===== src/common/sphc_pkg.sv =====
// sphc_pkg: constants for the serial port handshake control block
// assumes a 125 MHz system clock; used by logic/sphc_serial_ctrl.sv
package sphc_pkg;
  // ----------------------------------------------------------------
  // clock and line rates
  // ----------------------------------------------------------------
  localparam int CLK_HZ           = 125000000;
  localparam int BAUD_DEFAULT     = 115200;
  localparam int BAUD_MAX         = 230000;
  localparam int DIV_DEFAULT      = CLK_HZ / BAUD_DEFAULT;
  localparam int DIV_MIN          = CLK_HZ / BAUD_MAX;
  localparam int DIV_W            = 16;
  // ----------------------------------------------------------------
  // receive buffer
  // ----------------------------------------------------------------
  localparam int BUF_BYTES        = 4096;
  localparam int LVL_W            = 13;
  localparam logic [12:0] STOP_DEFAULT   = 13'hC00;
  localparam logic [12:0] RESUME_DEFAULT = 13'h400;
  // ----------------------------------------------------------------
  // character framing: start + 8 data + stop
  // ----------------------------------------------------------------
  localparam int FRAME_BITS       = 10;
  localparam logic [3:0] LAST_BIT = 4'h9;
  localparam logic [3:0] MID_SAMPLE_BITS = 4'h9;
  typedef enum logic [1:0]
  {
    SPHC_TX_IDLE = 2'b00,
    SPHC_TX_SEND = 2'b01
  } sphc_tx_state_t;
endpackage


===== src/logic/sphc_serial_ctrl.sv =====
// sphc_serial_ctrl: modem and flow control for a DTE serial port,
// with character transmitter and receiver
// assumes all inputs synchronous to clk; buffer levels from outside
//
// Operation
// - data-set-ready low and no override: drop frames both ways
// - override set: link counts as always connected
// - frames queued while gate closed are discarded, not held
// - data-terminal-ready high whenever data-set-ready or override
// - gate closed: data-terminal-ready and request-to-send low
// - transmit only with pending char, open gate, no clear-to-send hold
// - buffer at stop level: lower request-to-send
// - buffer down to resume level: raise request-to-send again
// - hardware flow: clear-to-send low holds off the next character; a character already sending completes
// - carrier-detect and ring-indicator are ignored
// - out of reset run at the default line rate
// - line rate configurable up to the maximum rate
// - buffer holds 4 Kbytes; levels measured against it
// - port acts as DTE: drives tx, dtr, rts; samples the rest
`timescale 1ns/1ps
module sphc_serial_ctrl
(
  input  wire logic        clk,
  input  wire logic        sys_rst,
  // serial pins, DTE view
  output logic             txData,
  input  wire logic        rxData,
  output logic             dtrOut,
  output logic             rtsOut,
  input  wire logic        dsrIn,
  input  wire logic        ctsIn,
  input  wire logic        dcdIn,
  input  wire logic        riIn,
  // configuration
  input  wire logic        forceOn,
  input  wire logic        hwFlowEn,
  input  wire logic        divLoad,
  input  wire logic [15:0] divValue,
  input  wire logic [12:0] stopLevel,
  input  wire logic [12:0] resumeLevel,
  input  wire logic [12:0] bufLevel,
  // transmit character stream
  input  wire logic        txValid,
  input  wire logic [7:0]  txChar,
  output logic             txReady,
  // receive character stream
  output logic             rxValid,
  output logic [7:0]       rxChar,
  // status
  output logic             gateOpen,
  output logic             txBusy
);
  // ----------------------------------------------------------------
  // connection gate
  // ----------------------------------------------------------------
  logic                          gate;
  logic                          ctsHold;
  logic [15:0]                   bitDiv;
  logic                          flowOff;
  sphc_pkg::sphc_tx_state_t      txState;
  logic [15:0]                   txCnt;
  logic [3:0]                    txBit;
  logic [9:0]                    txShift;
  logic                          rxActive;
  logic [15:0]                   rxCnt;
  logic [3:0]                    rxBit;
  logic [7:0]                    rxShift;
  logic                          unusedIn;

  // gate from data-set-ready or override
  assign gate     = dsrIn | forceOn;
  assign gateOpen = gate;
  assign unusedIn = dcdIn ^ riIn;
  assign ctsHold  = hwFlowEn & ~ctsIn;

  // dtr follows gate; rts follows gate and is low while flowed off
  assign dtrOut = gate;
  assign rtsOut = gate & ~flowOff;

  // ----------------------------------------------------------------
  // line rate
  // ----------------------------------------------------------------
  function automatic logic [15:0] clampDiv(input logic [15:0] d);
    if (d < 16'(sphc_pkg::DIV_MIN))
      clampDiv = 16'(sphc_pkg::DIV_MIN);
    else
      clampDiv = d;
  endfunction

  // divisor register, default rate from reset
  always_ff @(posedge clk)
  begin
    if (sys_rst)
      bitDiv <= 16'(sphc_pkg::DIV_DEFAULT);
    else if (divLoad)
      bitDiv <= clampDiv(divValue);
  end

  // ----------------------------------------------------------------
  // receive flow control with hysteresis
  // ----------------------------------------------------------------
  always_ff @(posedge clk)
  begin
    if (sys_rst)
      flowOff <= 1'b0;
    else if (bufLevel >= stopLevel)
      flowOff <= 1'b1;
    else if (bufLevel <= resumeLevel)
      flowOff <= 1'b0;
  end

  // ----------------------------------------------------------------
  // transmitter
  // ----------------------------------------------------------------
  // accept when idle and no clear-to-send hold; closed gate accepts and drops
  assign txReady = (txState == sphc_pkg::SPHC_TX_IDLE) & (~gate | ~ctsHold);
  assign txBusy  = (txState == sphc_pkg::SPHC_TX_SEND);

  always_ff @(posedge clk)
  begin
    if (sys_rst)
    begin
      txState <= sphc_pkg::SPHC_TX_IDLE;
      txCnt   <= 16'h0000;
      txBit   <= 4'h0;
      txShift <= 10'h3FF;
      txData  <= 1'b1;
    end
    else
    begin
      case (txState)
        sphc_pkg::SPHC_TX_IDLE:
        begin
          txData <= 1'b1;
          // queued char with gate closed is dropped
          if (txValid && txReady && gate)
          begin
            txShift <= {1'b1, txChar, 1'b0};
            txState <= sphc_pkg::SPHC_TX_SEND;
            txCnt   <= 16'h0000;
            txBit   <= 4'h0;
            txData  <= 1'b0;
          end
        end
        sphc_pkg::SPHC_TX_SEND:
        begin
          if (!gate)
          begin
            txState <= sphc_pkg::SPHC_TX_IDLE;
            txData  <= 1'b1;
          end
          else if (txCnt == bitDiv - 16'h0001)
          begin
            txCnt <= 16'h0000;
            if (txBit == sphc_pkg::LAST_BIT)
            begin
              txState <= sphc_pkg::SPHC_TX_IDLE;
              txData  <= 1'b1;
            end
            else
            begin
              txBit   <= txBit + 4'h1;
              txData  <= txShift[txBit + 4'h1];
            end
          end
          else
            txCnt <= txCnt + 16'h0001;
        end
        default:
          txState <= sphc_pkg::SPHC_TX_IDLE;
      endcase
    end
  end

  // ----------------------------------------------------------------
  // receiver
  // ----------------------------------------------------------------
  always_ff @(posedge clk)
  begin
    if (sys_rst)
    begin
      rxActive <= 1'b0;
      rxCnt    <= 16'h0000;
      rxBit    <= 4'h0;
      rxShift  <= 8'h00;
      rxValid  <= 1'b0;
      rxChar   <= 8'h00;
    end
    else
    begin
      rxValid <= 1'b0;
      if (!rxActive)
      begin
        if (!rxData)
        begin
          rxActive <= 1'b1;
          rxCnt    <= {1'b0, bitDiv[15:1]};     // first sample mid start bit
          rxBit    <= 4'h0;
        end
      end
      else if (rxCnt == 16'h0000)
      begin
        rxCnt <= bitDiv - 16'h0001;
        rxBit <= rxBit + 4'h1;
        if (rxBit == 4'h0 && rxData)
          rxActive <= 1'b0;                     // false start
        else if (rxBit == sphc_pkg::MID_SAMPLE_BITS)
        begin
          rxActive <= 1'b0;
          // deliver only with a good stop bit and open gate
          rxValid  <= rxData & gate;
          rxChar   <= rxShift;
        end
        else if (rxBit != 4'h0)
          rxShift <= {rxData, rxShift[7:1]};
      end
      else
        rxCnt <= rxCnt - 16'h0001;
    end
  end

  // ----------------------------------------------------------------
  // checks
  // ----------------------------------------------------------------
  property p_gate_dtr;
    @(posedge clk) disable iff (sys_rst)
    dtrOut == (dsrIn | forceOn);
  endproperty
  a_gate_dtr: assert property (p_gate_dtr)
    else $error("dtr does not follow gate");
  property p_closed_rts;
    @(posedge clk) disable iff (sys_rst)
    !(dsrIn | forceOn) |-> !rtsOut && !dtrOut;
  endproperty
  a_closed_rts: assert property (p_closed_rts)
    else $error("control outputs on while gate closed");
  property p_stop_lvl;
    @(posedge clk) disable iff (sys_rst)
    bufLevel >= stopLevel |=> !rtsOut;
  endproperty
  a_stop_lvl: assert property (p_stop_lvl)
    else $error("rts not lowered at stop level");
  property p_resume_lvl;
    @(posedge clk) disable iff (sys_rst)
    (bufLevel <= resumeLevel && bufLevel < stopLevel && gate)
      ##1 gate |-> rtsOut;
  endproperty
  a_resume_lvl: assert property (p_resume_lvl)
    else $error("rts not raised at resume level");
  property p_no_start_closed;
    @(posedge clk) disable iff (sys_rst)
    (txState == sphc_pkg::SPHC_TX_IDLE && !gate) |=>
      txState == sphc_pkg::SPHC_TX_IDLE;
  endproperty
  a_no_start_closed: assert property (p_no_start_closed)
    else $error("transmit started with gate closed");
  property p_cts_hold;
    @(posedge clk) disable iff (sys_rst)
    (txState == sphc_pkg::SPHC_TX_IDLE && hwFlowEn && !ctsIn) |=>
      txState == sphc_pkg::SPHC_TX_IDLE;
  endproperty
  a_cts_hold: assert property (p_cts_hold)
    else $error("transmit started while flowed off");
  property p_idle_mark;
    @(posedge clk) disable iff (sys_rst)
    $past(txState == sphc_pkg::SPHC_TX_IDLE) &&
      txState == sphc_pkg::SPHC_TX_IDLE |-> txData;
  endproperty
  a_idle_mark: assert property (p_idle_mark)
    else $error("line not idle without character");
  property p_rx_drop;
    @(posedge clk) disable iff (sys_rst)
    !gate |=> !rxValid;
  endproperty
  a_rx_drop: assert property (p_rx_drop)
    else $error("character delivered with gate closed");
  property p_div_min;
    @(posedge clk) disable iff (sys_rst)
    bitDiv >= 16'(sphc_pkg::DIV_MIN);
  endproperty
  a_div_min: assert property (p_div_min)
    else $error("divisor above maximum rate");

  property p_start_bit;
    @(posedge clk) disable iff (sys_rst)
    $rose(txBusy) |-> !txData;
  endproperty
  a_start_bit: assert property (p_start_bit)
    else $error("no start bit");

  c_tx_frame: cover property (@(posedge clk) $fell(txBusy));
  c_rx_char:  cover property (@(posedge clk) rxValid);
  c_flow_off: cover property (@(posedge clk) gate && $fell(rtsOut));
  c_drop:     cover property (@(posedge clk) txValid && txReady && !gate);
endmodule


===== config.mk =====
export PLATFORM = sky130hd
export DESIGN_NAME = sphc_serial_ctrl
export DESIGN_NICKNAME = d
export VERILOG_FILES = /design/src/common/sphc_pkg.sv /design/src/logic/sphc_serial_ctrl.sv
export SDC_FILE = /design/constraint.sdc
export NUM_CORES = 1
export LEC_CHECK = 0
export BUFFER_PORTS_ARGS = -buffer_cell sky130_fd_sc_hd__buf_2
export CAP_MARGIN = 15
export CORE_UTILIZATION = 52
export DETAILED_ROUTE_END_ITERATION = 10
export GPL_ROUTABILITY_DRIVEN = 0
export PLACE_DENSITY_LB_ADDON = 0.1
export SLEW_MARGIN = 20
export SYNTH_ARGS = -nofsm -noshare
export SYNTH_HDL_FRONTEND = slang
export SYNTH_SLANG_ARGS = --single-unit

===== constraint.sdc =====
create_clock -name clk -period 2.7 [get_ports clk]
set_input_delay 0.27 -clock clk [delete_from_list [all_inputs] [get_ports clk]]
set_output_delay 0.27 -clock clk [all_outputs]
set_load 0.05 [all_outputs]

After elaboration in Yosys (flattened, before gate mapping) --
Cells that the tools add are included.
Word-level totals: bits of input ports 74, logic and storage cells 101, register bits 87
Cells by class: add/sub/neg operators 5, bitwise gates (word level) 14, reduce and logical (&&, ||, !) cells 18, equal/unequal tests 12, muxes and demuxes 35, order comparisons 4
Operator list (number):
- $mux 16 | 7
- $pmux 16 s2 | 1
- $sub 16x1->16 const B | 2
- $mux 4 | 7
- $add 16x1->16 const B | 1
- $eq 16x16->1 | 1
- $logic_not 16->1 | 1
- $lt 16x10->1 const B | 1
- $ge 13x13->1 | 1
- $le 13x13->1 | 1
- $mux 1 | 12
- $reduce_and 5->1 | 2
- $add 4x1->4 const B | 2
- $eq 4x4->1 const B | 2
- $mux 2 | 4
- $ne 2x1->1 const B | 4
- $not 1->1 | 8
- $pmux 4 s2 | 1
- $ne 3x2->1 const B | 2
- $reduce_and 2->1 | 3
- $reduce_and 3->1 | 2
- $lt 4x5->1 const B | 1
- $reduce_or 5->1 | 1
- $and 1x1->1 | 4
- 12 further kinds | 17

Logic depth before layout (Yosys ltp) --
depth after elaboration 9, gate-level depth with buffers 12, depth with buffers taken out 10

Worst setup path after synthesis --
Ideal clock, no wire load.
path kind register to register, start point reg bitDiv[0], end point reg txCnt[0], stages on the path, launching flop included 13, arrival time 2582 ps, data required time 2577 ps, setup slack -6 ps, setup time 123 ps, period minus slack after synthesis 2706 ps, path through dfxtp_1 -> buf_6 -> inv_1 -> ha_1 -> nor3b_4 -> nand4_1 -> xor2_1 -> a2111o_1 -> nor4_4 -> and2_1 -> buf_6 -> nor4b_1 -> mux2_1
On the way: word-level cells in the longest chain between the ends 5
RTL lines:
- from (decl) | RTL line sphc_serial_ctrl.sv:58 | logic [15:0] bitDiv;
- from (signal assigned) | RTL line sphc_serial_ctrl.sv:94 | bitDiv <= 16'(sphc_pkg::DIV_DEFAULT);
- from (signal assigned) | RTL line sphc_serial_ctrl.sv:96 | bitDiv <= clampDiv(divValue);
- $sub 16x1->16 | RTL line sphc_serial_ctrl.sv:152 | else if (txCnt == bitDiv - 16'h0001)
- $eq 16x16->1 | RTL line sphc_serial_ctrl.sv:152
- $mux 16 | RTL line sphc_serial_ctrl.sv:152
- $mux 16 | RTL line sphc_serial_ctrl.sv:147 | if (!gate)
- $pmux 16 s2 | RTL line sphc_serial_ctrl.sv:131 | case (txState)
- to (signal assigned) | RTL line sphc_serial_ctrl.sv:167 | txCnt <= txCnt + 16'h0001;
- to (decl) | RTL line sphc_serial_ctrl.sv:61 | logic [15:0] txCnt;
No other way between the ends. The select of a mux whose other input is x is not followed. A chain may end at the register's enable or synchronous reset.

Worst setup path in the final report --
start point reg bitDiv[2], end point reg txCnt[0]
Same word-level chain as after synthesis.

==> metrics.md <==
| Metric | Value |
|---|---|
| Outcome | `completed` |
| GR met2 Demand/Resource | `41.4%` |
| Largest family of logic cells by synthesized area | `simple AND/OR/NAND/NOR gates` |
| Worst hold path type | `in -> reg` |
| Slew Viols, Final | `0` |
| Die area | `11400 um^2` |
| RSZ-0062 raised after global routing | `true` |
| Syn-to-layout area delta | `16.9%` |
| Startpoint class of the critical path | `register` |
| Post-Synth Simple-Gate Area | `25.5%` |
| Max_slew headroom | `44.6%` |
| Kind of critical path | `reg -> reg` |
| Yosys reg bits | `86` |
| Period utilization | `98.6%` |
| Share of cells above drive strength 1 | `21.3%` |
| Final Net Count | `894` |
| Setup tns final | `0 ns` |
| Min-delay src | `txChar[6]` |
| XOR/XNOR share of the synthesized area | `8.23%` |
| WL final | `13.8 mm` |
| Largest net degree at the start of global routing | `46` |
| Critical R2R Launch | `bitDiv[2]$_SDFFE_PP1P_` |
| Worst path required time | `2.97 ns` |
| Die Y | `107 um` |
| Synthesized cell area | `5700 um^2` |
| Input/output buffers | `86` |
| Num ports | `89` |
| # placed instances | `905` |
| Final Core Density | `63.8%` |
| Starting density of the core | `54.5%` |
| Post-synthesis cell count | `691` |
| Inserted Clock Buffers | `9` |
| Routed vias | `5247` |
| Vias per cell | `5.67` |
| Die width | `107 um` |
| Synth cell types | `68` |
| Hold Vio Cnt, Final | `0` |
| DR iter-0 viols | `269` |
| Core ar. | `10500 um^2` |
| P_leak | `0.00285 uW` |
| # setup viols final | `0` |
| YS warnings | `0` |
| CP endpoint kind | `register` |
| Setup crit start | `bitDiv[2]$_SDFFE_PP1P_` |
| Clock tree buffer depth | `2` |
| GRT met3 Usage | `5.71%` |
| Worst-Skew Late Latency | `0.38 ns` |
| FP Rows | `37` |
| Hold_ws | `0.0876 ns` |
| Mux contribution to synthesized area | `5.55%` |
| Asr flop ratio synth | `0%` |
| Number of global-route vias before repair | `4958` |
| Cell area after layout | `6670 um^2` |
| Maximum VDD drop | `0.328 mV` |
| Compound-gate portion of the synthesized area | `16.1%` |
| H-tree Lvls | `3` |
| Area share of fa/ha/maj cells after synthesis | `7.68%` |
| Clock Skew | `0.0123 ns` |
| Arrival time worst endpoint | `2.93 ns` |
| Cts hold-fix bufs | `0` |
| Grt ovf | `0` |
| Detail Route Antenna Nets | `0` |
| Fmax | `376 MHz` |
| Post-Syn Nets | `800` |
| Worst-margin pin slew | `0.831 ns` |
| Avg WL per Cell | `14.9 um` |
| TritonCTS clock tree | `built` |
| Router iterations before antenna repair | `5` |
| Syn_area_per_cell | `8.26 um^2` |
| Root Driver | `clkbuf_8` |
| Met1 usage | `33.5%` |
| Tot GR Track Use | `25.3%` |
| Hpwl dp | `10.2 mm` |
| Final std cells w/o fill | `926` |
| Top_reg_cell synth | `dfxtp_1` |
| Worst-path clk slew | `0.10 ns` |
| Post-route DRC | `0` |
| Clock sink count | `86` |
| MaxCap Viol Count | `0` |
| PD cells | `451 nW/um^2` |
| Initial antenna violation count | `0` |
| Crit path max fanout | `6` |
| Area after DPL | `6380 um^2` |
| EDFF count, synth | `0` |
| Gr busiest metal | `met2` |
| Sequential area share after synthesis | `30.2%` |
| Final Critical Period | `2.66 ns` |
| First-pass GRT wire length | `23.1 mm` |
| Antenna cells | `0` |
where the power goes:
part	switching [uW]	total (uW)	internal, uW
Clock	556	923	367
Sequential	72.5	1400	1330
Combinational	376	686	311
layout by cell type, fill, tap and decap left out, types with 9 or more instances in the layout:
master and n:
buf_2 86, dfxtp_1 84, nor2_1 79, nand2_1 61
inv_1 40, buf_4 37, ha_1 34, a21oi_1 29
xor2_1 29, mux2i_1 26, xnor2_1 22, a211oi_1 19
nor2b_1 17, nand2b_1 17, o21ai_0 16, nand3_1 14
nand4_1 12, a311oi_1 10, nor3_1 9, nand3b_1 9
clkbuf_8 9
path summary, 6_finish.rpt:
| check | endpoint | slack, ns | depth (start not counted) |
|---|---|---|---|
| worst max-delay path | txCnt[0]$_SDFFE_PP0P_ | 0.04 | 9 |
| worst min-delay path | txShift[7]$_SDFFE_PP1P_ | 0.09 | 2 |
| worst max register to register | txCnt[0]$_SDFFE_PP0P_ | 0.04 | 9 |
| worst min register to register | txShift[0]$_SDFFE_PP1P_ | 0.47 | 1 |
routing by layer:
layer / share of wire, % / vias to the layer above
met5: 0 / -
met4: 1.5 / 0
met3: 5.2 / 20
met2: 46 / 134
met1: 47 / 2450
li1: - / 2643
cells in the mapped netlist, types with 3 or more instances:
cell | n | area [um^2]
nor2b_1 | 17 | 106
nand3_1 | 14 | 70.1
inv_1 | 42 | 158
mux2i_1 | 26 | 260
or3_1 | 6 | 37.5
o21ai_0 | 17 | 85.1
nand2b_1 | 17 | 106
a211oi_1 | 19 | 143
buf_1 | 3 | 11.3
dfxtp_1 | 86 | 1720
nor4b_1 | 3 | 26.3
and3_1 | 5 | 31.3
a31oi_1 | 5 | 31.3
nor3_1 | 10 | 50.1
buf_4 | 3 | 22.5
xnor2_1 | 22 | 193
buf_6 | 5 | 56.3
and2_1 | 9 | 56.3
nor2_1 | 79 | 297
a21o_1 | 5 | 37.5
a211o_1 | 7 | 61.3
buf_2 | 8 | 40.0
o311ai_0 | 3 | 26.3
a22oi_1 | 4 | 30.0
a21oi_1 | 29 | 145
clkbuf_1 | 25 | 93.8
o31ai_1 | 3 | 22.5
a311oi_1 | 11 | 96.3
o22ai_1 | 5 | 31.3
nand2_1 | 61 | 229
nand3b_1 | 9 | 67.6
nor4_1 | 9 | 56.3
xor2_1 | 29 | 254
ha_1 | 35 | 438
nand4_1 | 12 | 75.1
nor4_4 | 3 | 63.8
nor3b_1 | 3 | 22.5
worst max-delay path: stages (launching register included):
cell and delay (ns):
dfxtp_1 0.41, buf_4 0.19, or3_1 0.37, a2111oi_1 0.38, a311o_1 0.19, o2111ai_1 0.18, nor4_4 0.26, and2_4 0.21
nor4b_1 0.06, mux2_1 0.32
cell type report:
cell class / count / area (um^2)
repair buffers: 126 / 759
inverters: 42 / 158
fillers: 958 / 3790
well taps: 136 / 170
multi-input cells: 520 / 3660
flip-flops and latches: 86 / 1720
clock buffers: 9 / 124
clock inverters: 7 / 73.8
flip-flops by register name (all words and copies together), names as in the netlist, 4 cells and up:
signal,cells
rxChar,8
rxCnt,16
bitDiv,16
rxShift,8
rxBit,4
txShift,9
txBit,4
txCnt,16
stage by stage:
stage               worst slack [ns]  total power, uW
finish                        0.0370             3010
floorplan                     0.0191             1880
global route                  -0.118             3170
detailed placement           -0.0219             2090
CTS                           0.0165             3010
global placement              0.0256             2070
timing repair:
item,CTS,global route
pin swaps,0,7
gates resized for setup,0,16
setup endpoints to repair,17,23
buffers inserted,0,4
cloned,1,0
cells by family (layout without fill, tap and decap cells):
family	after synthesis	count (layout)
compound gates	131	131
mux	29	29
buf+inv	86	184
simple gates	272	273
fa+ha+maj	35	35
xor+xnor	52	52
flops	86	86
(Power assumes the default switching activity.)
